<file path="config.mk">
export PLATFORM = sky130hd
export DESIGN_NAME = odc_dac_end_flat
export DESIGN_NICKNAME = d
export VERILOG_FILES = /design/src/common/odc_pkg.sv /design/src/common/odc_link_if.sv /design/src/rtl/odc_dac_end.sv /design/src/flat_wrapper.sv
export SDC_FILE = /design/constraint.sdc
export NUM_CORES = 1
export LEC_CHECK = 0
export BUFFER_PORTS_ARGS = -buffer_cell sky130_fd_sc_hd__buf_2
export CORE_UTILIZATION = 54
export CTS_CLUSTER_DIAMETER = 150
export DETAILED_ROUTE_END_ITERATION = 8
export PLACE_DENSITY = 0.86
export SYNTH_ARGS = -nofsm -noshare
export SYNTH_HDL_FRONTEND = slang
export SYNTH_SLANG_ARGS = --single-unit
</file>
<file path="constraint.sdc">
create_clock -name clk -period 15.7 [get_ports clk]
set_input_delay 0.785 -clock clk [delete_from_list [all_inputs] [get_ports clk]]
set_output_delay 0.785 -clock clk [all_outputs]
set_load 0.02 [all_outputs]
</file>
<file path="src/common/odc_pkg.sv">
// Constants, field layout and decode helpers for the octal DAC serial link.
// Assumes both link ends and the bench import it whole.
package odc_pkg;

   // Clock rates of the control logic and of the host-made serial clock
   localparam int ODC_CLK_PERIOD_NS = 100;
   localparam int ODC_SCK_PERIOD_NS = 800;
   localparam int ODC_SCK_HALF_DEF = ODC_SCK_PERIOD_NS / (2 * ODC_CLK_PERIOD_NS);

   // Word lengths and layout, MSB first on the wire
   localparam int ODC_WORD_LONG = 32;
   localparam int ODC_WORD_SHORT = 24;
   localparam int ODC_PAD_BITS = 8;
   localparam int ODC_CMD_MSB = 23;
   localparam int ODC_CMD_LSB = 20;
   localparam int ODC_ADDR_MSB = 19;
   localparam int ODC_ADDR_LSB = 16;
   localparam int ODC_DATA_MSB = 15;
   localparam int ODC_DATA_W_DEF = 16;
   localparam int ODC_CHANNELS = 8;
   localparam int ODC_CODE_RESET = 0;

   // Command codes
   localparam logic [3:0] ODC_CMD_WRITE = 4'h0;
   localparam logic [3:0] ODC_CMD_UPDATE = 4'h1;
   localparam logic [3:0] ODC_CMD_WRITE_UPD_ALL = 4'h2;
   localparam logic [3:0] ODC_CMD_WRITE_UPD = 4'h3;
   localparam logic [3:0] ODC_CMD_POWER_DOWN = 4'h4;
   localparam logic [3:0] ODC_CMD_NOP = 4'hf;

   // Channel address codes
   localparam logic [3:0] ODC_ADDR_LAST_CH = 4'h7;
   localparam logic [3:0] ODC_ADDR_ALL = 4'hf;

   // Channel select mask from an address code; reserved codes hit nothing
   function automatic logic [7:0] odc_chan_mask(input logic [3:0] addr);
      logic [7:0] m;
      m = 8'h00;
      if (addr <= ODC_ADDR_LAST_CH) begin
         m[addr[2:0]] = 1'b1;
      end else if (addr == ODC_ADDR_ALL) begin
         m = 8'hff;
      end
      return m;
   endfunction : odc_chan_mask

   // True when command and address of a 24-bit word are both defined
   function automatic logic odc_word_legal(input logic [23:0] w);
      logic [3:0] c;
      c = w[ODC_CMD_MSB:ODC_CMD_LSB];
      return (c <= ODC_CMD_POWER_DOWN || c == ODC_CMD_NOP) &&
             (odc_chan_mask(w[ODC_ADDR_MSB:ODC_ADDR_LSB]) != 8'h00);
   endfunction : odc_word_legal

endpackage : odc_pkg

</file>
<file path="src/common/odc_link_if.sv">
// Serial link between the host controller and the octal DAC control end.
// Assumes the bench joins both ends through this; all pins are one-way.
`timescale 1ns/10ps
interface odc_link_if;
   logic select_load_n;
   logic sck;
   logic sdi;
   logic sdo;
   logic async_zero_n;

   // Device end: takes select, clock, data and clear, drives serial out
   modport device (
      input select_load_n,
      input sck,
      input sdi,
      input async_zero_n,
      output sdo
   );

   // Host end: the opposite directions
   modport host (
      output select_load_n,
      output sck,
      output sdi,
      output async_zero_n,
      input sdo
   );
endinterface : odc_link_if

</file>
<file path="src/rtl/odc_dac_end.sv">
// Serial control end of an eight-channel DAC: shift register, decode,
// input and DAC code registers, power-down flags and chained output.
// Assumes link pins are asynchronous to clk and slower than clk / 6.
//
// What this block does
// - Shift data only while select is low
// - Select rising edge ends transfer, runs command
// - Data bit captured on serial clock rise
// - Accept both 24-bit and 32-bit words
// - Serial out is input delayed 32 edges
// - Serial out always driven, never floating
// - Clear pin zeroes input and DAC registers
// - Reset starts every channel at zero code
// - Code 0000 writes addressed input register only
// - Code 0001 updates, powers up addressed channel
// - Code 0010 writes addressed input register, updates all channels
// - Code 0011 writes and updates addressed channel
// - Host sends only defined command, address codes
// - Layout: command, address, data, MSB first
// - Long form: eight pad bits, last 24 used
// - Code 0100 powers down, contents kept
// - Code 1111 leaves codes and power flags alone
`timescale 1ns/10ps
module odc_dac_end
   import odc_pkg::*;
#(
   parameter int DATA_W = ODC_DATA_W_DEF
) (
   input wire logic clk,
   input wire logic rst,
   odc_link_if.device link,
   output logic [ODC_CHANNELS*DATA_W-1:0] dac_code_flat,
   output logic [ODC_CHANNELS-1:0] powered_down,
   output logic exec_pulse,
   output logic [3:0] last_cmd
);

   // Synchroniser stages for the link pins
   logic sck_s1_reg;
   logic sck_s2_reg;
   logic sck_prev_reg;
   logic sdi_s1_reg;
   logic sdi_s2_reg;
   logic sel_s1_reg;
   logic sel_s2_reg;
   logic sel_prev_reg;

   // Shift register and serial output
   logic [ODC_WORD_LONG-1:0] shift_reg;
   logic sdo_reg;

   // Channel storage
   logic [DATA_W-1:0] in_code_reg [ODC_CHANNELS];
   logic [DATA_W-1:0] dac_code_reg [ODC_CHANNELS];
   logic [ODC_CHANNELS-1:0] pd_reg;
   logic exec_reg;
   logic [3:0] last_cmd_reg;

   // Decoded view of the word
   logic sck_rise;
   logic sck_fall;
   logic load_edge;
   logic clr_any;
   logic [3:0] cmd;
   logic [ODC_CHANNELS-1:0] sel;
   logic [DATA_W-1:0] code;

   // Clear pin acts as an extra asynchronous reset of the code registers;
   // it bypasses the synchronisers on purpose so it works with no clock
   assign clr_any = rst | ~link.async_zero_n;

   // Two flip-flops on the clock, data and select link pins
   always_ff @(posedge clk or posedge rst) begin
      if (rst) begin
         sck_s1_reg <= 1'b0;
         sck_s2_reg <= 1'b0;
         sdi_s1_reg <= 1'b0;
         sdi_s2_reg <= 1'b0;
         sel_s1_reg <= 1'b1;
         sel_s2_reg <= 1'b1;
      end else begin
         sck_s1_reg <= link.sck;
         sck_s2_reg <= sck_s1_reg;
         sdi_s1_reg <= link.sdi;
         sdi_s2_reg <= sdi_s1_reg;
         sel_s1_reg <= link.select_load_n;
         sel_s2_reg <= sel_s1_reg;
      end
   end

   // Previous values for edge finding, taken from the second stage only
   always_ff @(posedge clk or posedge rst) begin
      if (rst) begin
         sck_prev_reg <= 1'b0;
         sel_prev_reg <= 1'b1;
      end else begin
         sck_prev_reg <= sck_s2_reg;
         sel_prev_reg <= sel_s2_reg;
      end
   end

   // Rising clock edges count only while select is low; falling edges always count
   assign sck_rise = sck_s2_reg & ~sck_prev_reg & ~sel_s2_reg;
   assign sck_fall = ~sck_s2_reg & sck_prev_reg;
   assign load_edge = sel_s2_reg & ~sel_prev_reg;

   // Decode always from the last 24 bits shifted in, so pad bits of a
   // long word simply fall off the top
   assign cmd = shift_reg[ODC_CMD_MSB:ODC_CMD_LSB];
   assign sel = odc_chan_mask(shift_reg[ODC_ADDR_MSB:ODC_ADDR_LSB]);
   assign code = shift_reg[ODC_DATA_MSB -: DATA_W];

   // Input shift register, MSB enters first and moves up
   always_ff @(posedge clk or posedge rst) begin
      if (rst) begin
         shift_reg <= '0;
      end else if (sck_rise) begin
         shift_reg <= {shift_reg[ODC_WORD_LONG-2:0], sdi_s2_reg};
      end
   end

   // Chained output: top bit after the rise moves out on the next fall,
   // and keeps driving between frames
   always_ff @(posedge clk or posedge rst) begin
      if (rst) begin
         sdo_reg <= 1'b0;
      end else if (sck_fall) begin
         sdo_reg <= shift_reg[ODC_WORD_LONG-1];
      end
   end
   assign link.sdo = sdo_reg;

   // Input registers
   always_ff @(posedge clk or posedge clr_any) begin
      if (clr_any) begin
         for (int i = 0; i < ODC_CHANNELS; i++) begin
            in_code_reg[i] <= DATA_W'(ODC_CODE_RESET);
         end
      end else if (load_edge) begin
         for (int i = 0; i < ODC_CHANNELS; i++) begin
            case (cmd)
               ODC_CMD_WRITE,
               ODC_CMD_WRITE_UPD_ALL,
               ODC_CMD_WRITE_UPD: begin
                  if (sel[i]) begin
                     in_code_reg[i] <= code;
                  end
               end
               default: begin
                  // Update, power-down, no-op and reserved keep contents
                  in_code_reg[i] <= in_code_reg[i];
               end
            endcase
         end
      end
   end

   // DAC registers; write-and-update takes the new code directly
   always_ff @(posedge clk or posedge clr_any) begin
      if (clr_any) begin
         for (int i = 0; i < ODC_CHANNELS; i++) begin
            dac_code_reg[i] <= DATA_W'(ODC_CODE_RESET);
         end
      end else if (load_edge) begin
         for (int i = 0; i < ODC_CHANNELS; i++) begin
            case (cmd)
               ODC_CMD_UPDATE: begin
                  if (sel[i]) begin
                     dac_code_reg[i] <= in_code_reg[i];
                  end
               end
               ODC_CMD_WRITE_UPD_ALL: begin
                  dac_code_reg[i] <= sel[i] ? code : in_code_reg[i];
               end
               ODC_CMD_WRITE_UPD: begin
                  if (sel[i]) begin
                     dac_code_reg[i] <= code;
                  end
               end
               default: begin
                  dac_code_reg[i] <= dac_code_reg[i];
               end
            endcase
         end
      end
   end

   // Power-down flags; reset and the update commands clear them, the clear pin leaves the
   // power state alone since it only concerns the codes
   always_ff @(posedge clk or posedge rst) begin
      if (rst) begin
         pd_reg <= '0;
      end else if (load_edge) begin
         case (cmd)
            ODC_CMD_UPDATE,
            ODC_CMD_WRITE_UPD: begin
               pd_reg <= pd_reg & ~sel;
            end
            ODC_CMD_WRITE_UPD_ALL: begin
               pd_reg <= '0;
            end
            ODC_CMD_POWER_DOWN: begin
               pd_reg <= pd_reg | sel;
            end
            default: begin
               pd_reg <= pd_reg;
            end
         endcase
      end
   end

   // Execution marker and command seen, for the user side
   always_ff @(posedge clk or posedge rst) begin
      if (rst) begin
         exec_reg <= 1'b0;
         last_cmd_reg <= ODC_CMD_NOP;
      end else begin
         exec_reg <= load_edge;
         if (load_edge) begin
            last_cmd_reg <= cmd;
         end
      end
   end

   // Flatten channel codes, channel A in the low slice
   always_comb begin
      for (int i = 0; i < ODC_CHANNELS; i++) begin
         dac_code_flat[i*DATA_W +: DATA_W] = dac_code_reg[i];
      end
   end

   assign powered_down = pd_reg;
   assign exec_pulse = exec_reg;
   assign last_cmd = last_cmd_reg;

endmodule : odc_dac_end

</file>
<file path="src/flat_wrapper.sv">
// flat-port wrapper written by rule: the top's interface ports become plain ports
module odc_dac_end_flat import odc_pkg::*;
#(
   parameter int DATA_W = ODC_DATA_W_DEF
)
  (clk, rst, dac_code_flat, powered_down, exec_pulse, last_cmd, link_select_load_n, link_sck, link_sdi, link_async_zero_n, link_sdo);
  odc_link_if link_i ();
  input wire logic clk;
  input wire logic rst;
  output logic [ODC_CHANNELS*DATA_W-1:0] dac_code_flat;
  output logic [ODC_CHANNELS-1:0] powered_down;
  output logic exec_pulse;
  output logic [3:0] last_cmd;
  input wire logic [$bits(link_i.select_load_n)-1:0] link_select_load_n;
  input wire logic [$bits(link_i.sck)-1:0] link_sck;
  input wire logic [$bits(link_i.sdi)-1:0] link_sdi;
  input wire logic [$bits(link_i.async_zero_n)-1:0] link_async_zero_n;
  output wire logic [$bits(link_i.sdo)-1:0] link_sdo;
  assign link_i.select_load_n = link_select_load_n;
  assign link_i.sck = link_sck;
  assign link_i.sdi = link_sdi;
  assign link_i.async_zero_n = link_async_zero_n;
  assign link_sdo = link_i.sdo;
  odc_dac_end #(.DATA_W(DATA_W)) u_core (.clk(clk), .rst(rst), .link(link_i), .dac_code_flat(dac_code_flat), .powered_down(powered_down), .exec_pulse(exec_pulse), .last_cmd(last_cmd));
endmodule
</file>
; ---- Yosys cells after proc, flatten, opt, wreduce, memory -nomap -nowiden
; Index checks and enable logic that the tools add are counted.
[op_classes]
magnitude_cmp = 3
eq_ne = 21
muxes = 37
n_bitwise = 13
n_reduce_logical = 16
[ops]
columns = op, n
row1 = $mux W16, 24
row2 = $pmux W16 S3, 8
row3 = $ne A2 B1 Y1 const B, 16
row4 = $reduce_and A4 Y1, 8
row5 = $pmux W8 S3, 1
row6 = $mux W8, 2
row7 = $and A8 B8 Y8, 1
row8 = $eq A4 B2 Y1 const B, 2
row9 = $not A8 Y8, 1
row10 = $or A8 B8 Y8, 1
row11 = $reduce_bool A3 Y1, 2
row12 = $not A1 Y1, 5
row13 = $and A1 B1 Y1, 4
row14 = $eq A4 B1 Y1 const B, 1
row15 = $eq A4 B3 Y1 const B, 1
row16 = $eq A4 B4 Y1 const B, 1
row17 = $le A4 B3 Y1 const B, 1
row18 = $logic_not A4 Y1, 1
row19 = $lt A3 B4 Y1 const B, 1
row20 = $reduce_and A2 Y1, 2
row21 = $demux W1 S3, 1
row22 = $ge A3 B1 Y1 const B, 1
row23 = $reduce_or A3 Y1, 1
row24 = $reduce_or A2 Y1, 1
row25 = other kinds (3), 3
[word_totals]
reg_bits = 310
inputBits = 6
out_inout_bits = 142
word_cells = 119

; ---- Depth between registers and ports, before layout
[depth]
word_depth = 8
mapped_depth = 9
mapped_depth_nobuf = 4

; ---- Worst setup path after synthesis
; No wires, ideal clock.
[synth_timing]
kind = register to register
startpoint = register u_core.shift_reg[17]
endpoint = register u_core.dac_code_reg, in the netlist u_core.dac_code_flat[16]
setup_ns = 0.125
arrival_time_ns = 2.077
t_required_ns = 15.575
path_slack_ns = 13.498
path_stages_with_launch = 8
path_buffers = 3
period_less_slack_ns = 2.202
path_cell_list = dfrtp_1 -> buf_6 -> and4_1 -> buf_4 -> o31ai_2 -> buf_4 -> mux2_2 -> mux2_2
[synth_via]
elab_chain_len = 7
elab_cells_between_ends = 14
cone_classes = order compare (3) / eq/ne (3) / mux (6) / reduce/logical (2)
[synth_lines]
columns = item, line
row1 = start: declaration, odc_dac_end.sv:49  ; logic [ODC_WORD_LONG-1:0] shift_reg;
row2 = start signal: assignment, odc_dac_end.sv:118  ; shift_reg <= {shift_reg[ODC_WORD_LONG-2:0], sdi_s2_reg};
row3 = $lt A3 B4 Y1 (not written as such) or $ge A3 B1 Y1 (tied branches), odc_pkg.sv:40  ; m[addr[2:0]] = 1'b1;
row4 = $logic_and A1 B1 Y1 (not written as such), odc_pkg.sv:40
row5 = $mux W1 (not written as such), odc_pkg.sv:40
row6 = $demux W1 S3, -
row7 = $mux W8 *, odc_pkg.sv:39  ; if (addr <= ODC_ADDR_LAST_CH) begin
row8 = $mux W16 or $ne A2 B1 Y1 (tied branches), -
row9 = $pmux W16 S3 or $reduce_and A4 Y1 (tied branches), -
row10 = end signal: indexed assignment, odc_dac_end.sv:169  ; dac_code_reg[i] <= in_code_reg[i];
row11 = end signal: indexed assignment, odc_dac_end.sv:173  ; dac_code_reg[i] <= sel[i] ? code : in_code_reg[i];
row12 = end signal: indexed assignment, odc_dac_end.sv:177  ; dac_code_reg[i] <= code;
row13 = end: declaration, odc_dac_end.sv:54  ; logic [DATA_W-1:0] dac_code_reg [ODC_CHANNELS];
; Every way passes the cells marked *; elsewhere a longest branch is shown, timed or not.
; A chain may end at the register's enable or synchronous reset.

; ---- Worst setup path in the final report
[layout_timing]
startpoint = register u_core.shift_reg[16]
endpoint = register u_core.dac_code_reg, in the netlist u_core.dac_code_flat[34]
; Same word-level chain as after synthesis.

==> impl_metrics.tcl <==
set metrics [dict create \
    fmax_mhz 279 \
    violations "DRC" \
    cts_sinks 310 \
    top_usage_layer "met2" \
    rsz0062_at_grt "no" \
    synth_top_cells_by_count "303 x dfrtp_1, 247 x mux2_2, 102 x nand2_1" \
    grt_pass1_vias 10200 \
    ctsResizeCount 0 \
    total_power_mw 1.69 \
    yosys_warnings 0 \
    start_kind "register" \
    switching_share_pct 23.9 \
    setup_viol 0 \
    clockBufferDepth 3 \
    die_x_um 166 \
    antenna_found_initial 0 \
    status "finished with violations" \
    vias 10200 \
    antenna_left 0 \
    design.core.area_sq_um 26200 \
    synthTopCellsByArea "dfrtp_1 52%, mux2_2 19%, o211ai_1 5.0%" \
    p_switching_mw 0.404 \
    globalplace.congestion 0.846 \
    use_met1_pct 34.4 \
    fin_crit_sh_pct 22.8 \
    path_max_fanout 29 \
    fin_util_pct 62.4 \
    grt.overflow.total 0 \
    crit_type "reg -> reg" \
    ys_ff_latch 310 \
    power_frac_seq_pct 52.5 \
    skew_ns 0.0131 \
    max_cap_violations 0 \
    hold_viol 0 \
    cellInternalPower_mw 1.29 \
    synth_most_common_cell "dfrtp_1" \
    die_area_sq_um 27500 \
    slew_headroom_pct 22.3 \
    dp_cells 1574 \
    antenna_cells_inserted 0 \
    routed_wire_length_per_instance_um 21.6 \
    dp_hpwl_um 22000 \
    yosysTopAreaCell "dfrtp_1" \
    synth.net_count 1195 \
    holdBufCountCts 0 \
    p_clk_share_pct 44.6 \
    drt_wl_total_um 35200 \
    drive_gt1_share_pct 40.9 \
    start_util_pct 55.3 \
    post_cts_buffers 0 \
    cts_root_buffer "clkbuf_16" \
    ios 148 \
    synth-seq-area-share_pct 53.6 \
    holdCritPathClass "in -> reg" \
    rows 59 \
    drt_pass1_iterations 9 \
    p_leak_nw 8.08 \
    grt_util_all_layers_pct 25.6 \
    dr.first_iter.drc_count 1088 \
    viasPerCell 6.25 \
    synth-edff-count 0 \
    synthFlopType "dfrtp_1" \
    grt_util_met3_pct 4.62 \
    instances_no_fill 1630 \
    grt_max_degree 190 \
    power_per_cell_area_nw_per_um2 104 \
    tns_ns 0 \
    area_delta_synth_final_pct 12.7 \
    end_kind "register" \
    cp.arrival_ns 4.02 \
    die_h_um 166 \
    timing.hold.ws_ns 0.331 \
    drc 12 \
    io_buffers 147 \
    synth_area_sq_um 14500 \
    use_met2_pct 42.2 \
    vdd_ir_drop_max_v 0.0000793 \
    n_fill_cell 1938 \
    syn_avg_cell_area_sq_um 12.2 \
    worst_slew_pin_slew_ns 1.16 \
    pwr-share-comb_pct 3.0 \
    nets 1277 \
    htree_levels 1 \
    synthArstFlopShare_pct 100 \
    synthCells 1189 \
    synth_top_area_share_pct 52.3 \
    finalMaxSlewViolations 0 \
    clk_latency_ns 0.56 \
    grt_first_pass_wirelength_um 56500 \
    cts_tree "done" \
    crit_required_ns 16.14 \
    cts_buffers 30 \
    path_clk_slew_ns 0.06 \
    ys_types 57 \
    fin_crit_ns 3.58 \
]
## final timing paths
| kind | cells after the start | slack (ns) | startpoint | endpoint |
|---|---|---|---|---|
| max | 4 | 12.12 | u_core.shift_reg[16] | u_core.dac_code_flat[34] |
| min | 1 | 0.33 | link_select_load_n | u_core.sel_s1_reg |
| max reg2reg | 4 | 12.12 | u_core.shift_reg[16] | u_core.dac_code_flat[34] |
| min reg2reg | 0 | 0.35 | u_core.sel_s1_reg | u_core.sel_s2_reg |
| max in group asynchronous | 4 | 13.67 | rst | u_core.in_code_reg[32] |
| min in group asynchronous | 3 | 0.44 | rst | u_core.shift_reg[27] |
## per-layer routing
layer	share of wire, %	wire length, um	up-vias
met5	0	0	-
met4	3.0	1060	0
met3	8.1	2850	87
met2	48	16800	517
met1	41	14500	5123
li1	-	-	4465
## final cells by class
class	count	area, sq um	share of cell area [%]
clock buffer	43	901	5.51
clock inverter	13	148	0.904
inverter	6	22.5	0.138
multi-input combinational	758	6200	37.9
sequential	310	7770	47.5
tap	335	419	2.57
timing repair buffer	165	883	5.41
## critical path, stage by stage, from the launching register on
cell	delay [ns]
dfrtp_1	1.06
and4_1	0.99
or2_2	0.28
o21a_1	0.70
mux2_2	0.42
## placed cells by master, fill, tap and decap left out, types with 3 or more instances in the layout
| master | n |
|---|---|
| clkinv_2 | 7 |
| nand2b_1 | 18 |
| bufinv_16 | 3 |
| mux2_1 | 11 |
| o21ai_0 | 6 |
| clkbuf_16 | 31 |
| o211ai_1 | 96 |
| buf_2 | 147 |
| a2bb2oi_1 | 15 |
| clkbuf_1 | 4 |
| nand2_1 | 102 |
| a31oi_2 | 7 |
| a21o_1 | 17 |
| o21a_1 | 5 |
| nand2_2 | 4 |
| a21oi_1 | 51 |
| or2_2 | 5 |
| o21ai_2 | 3 |
| inv_1 | 5 |
| a31oi_1 | 7 |
| clkbuf_8 | 8 |
| xor2_2 | 3 |
| o221a_2 | 16 |
| mux2i_1 | 18 |
| buf_4 | 17 |
| mux2_2 | 247 |
| dfrtp_1 | 303 |
| o22ai_1 | 15 |
| dfstp_2 | 7 |
| nor4b_1 | 3 |
| nor2b_1 | 16 |
| clkinvlp_4 | 3 |
| o31ai_1 | 16 |
| and2_1 | 3 |
| nor2_1 | 41 |
## per-stage QoR
stage                     setup slack [ns]  instance area [sq um]
after floorplan                       5.75                  14500
after global placement               12.32                  15300
after detailed placement             12.22                  15300
after CTS                            12.22                  16300
after global routing                 11.95                  16300
final                                12.12                  16300
## cells by family after synthesis
kind of cell	Yosys count	synth area share [%]
mux	276	21.3
xor+xnor	3	0.337
simple gates	214	7.30
compound gates	265	13.6
flops	310	53.6
buf+inv	121	3.90
## power by group through the flow
stage	clock, mW	sequential, mW	combinational, mW
after floorplan	0	0.842	0.0737
after global placement	0	0.896	0.0487
after detailed placement	0	0.899	0.0507
after CTS	0.764	0.885	0.0514
after global routing	0.796	0.890	0.0562
final	0.755	0.888	0.0500
No activity file was read; power rests on OpenSTA's default activity.
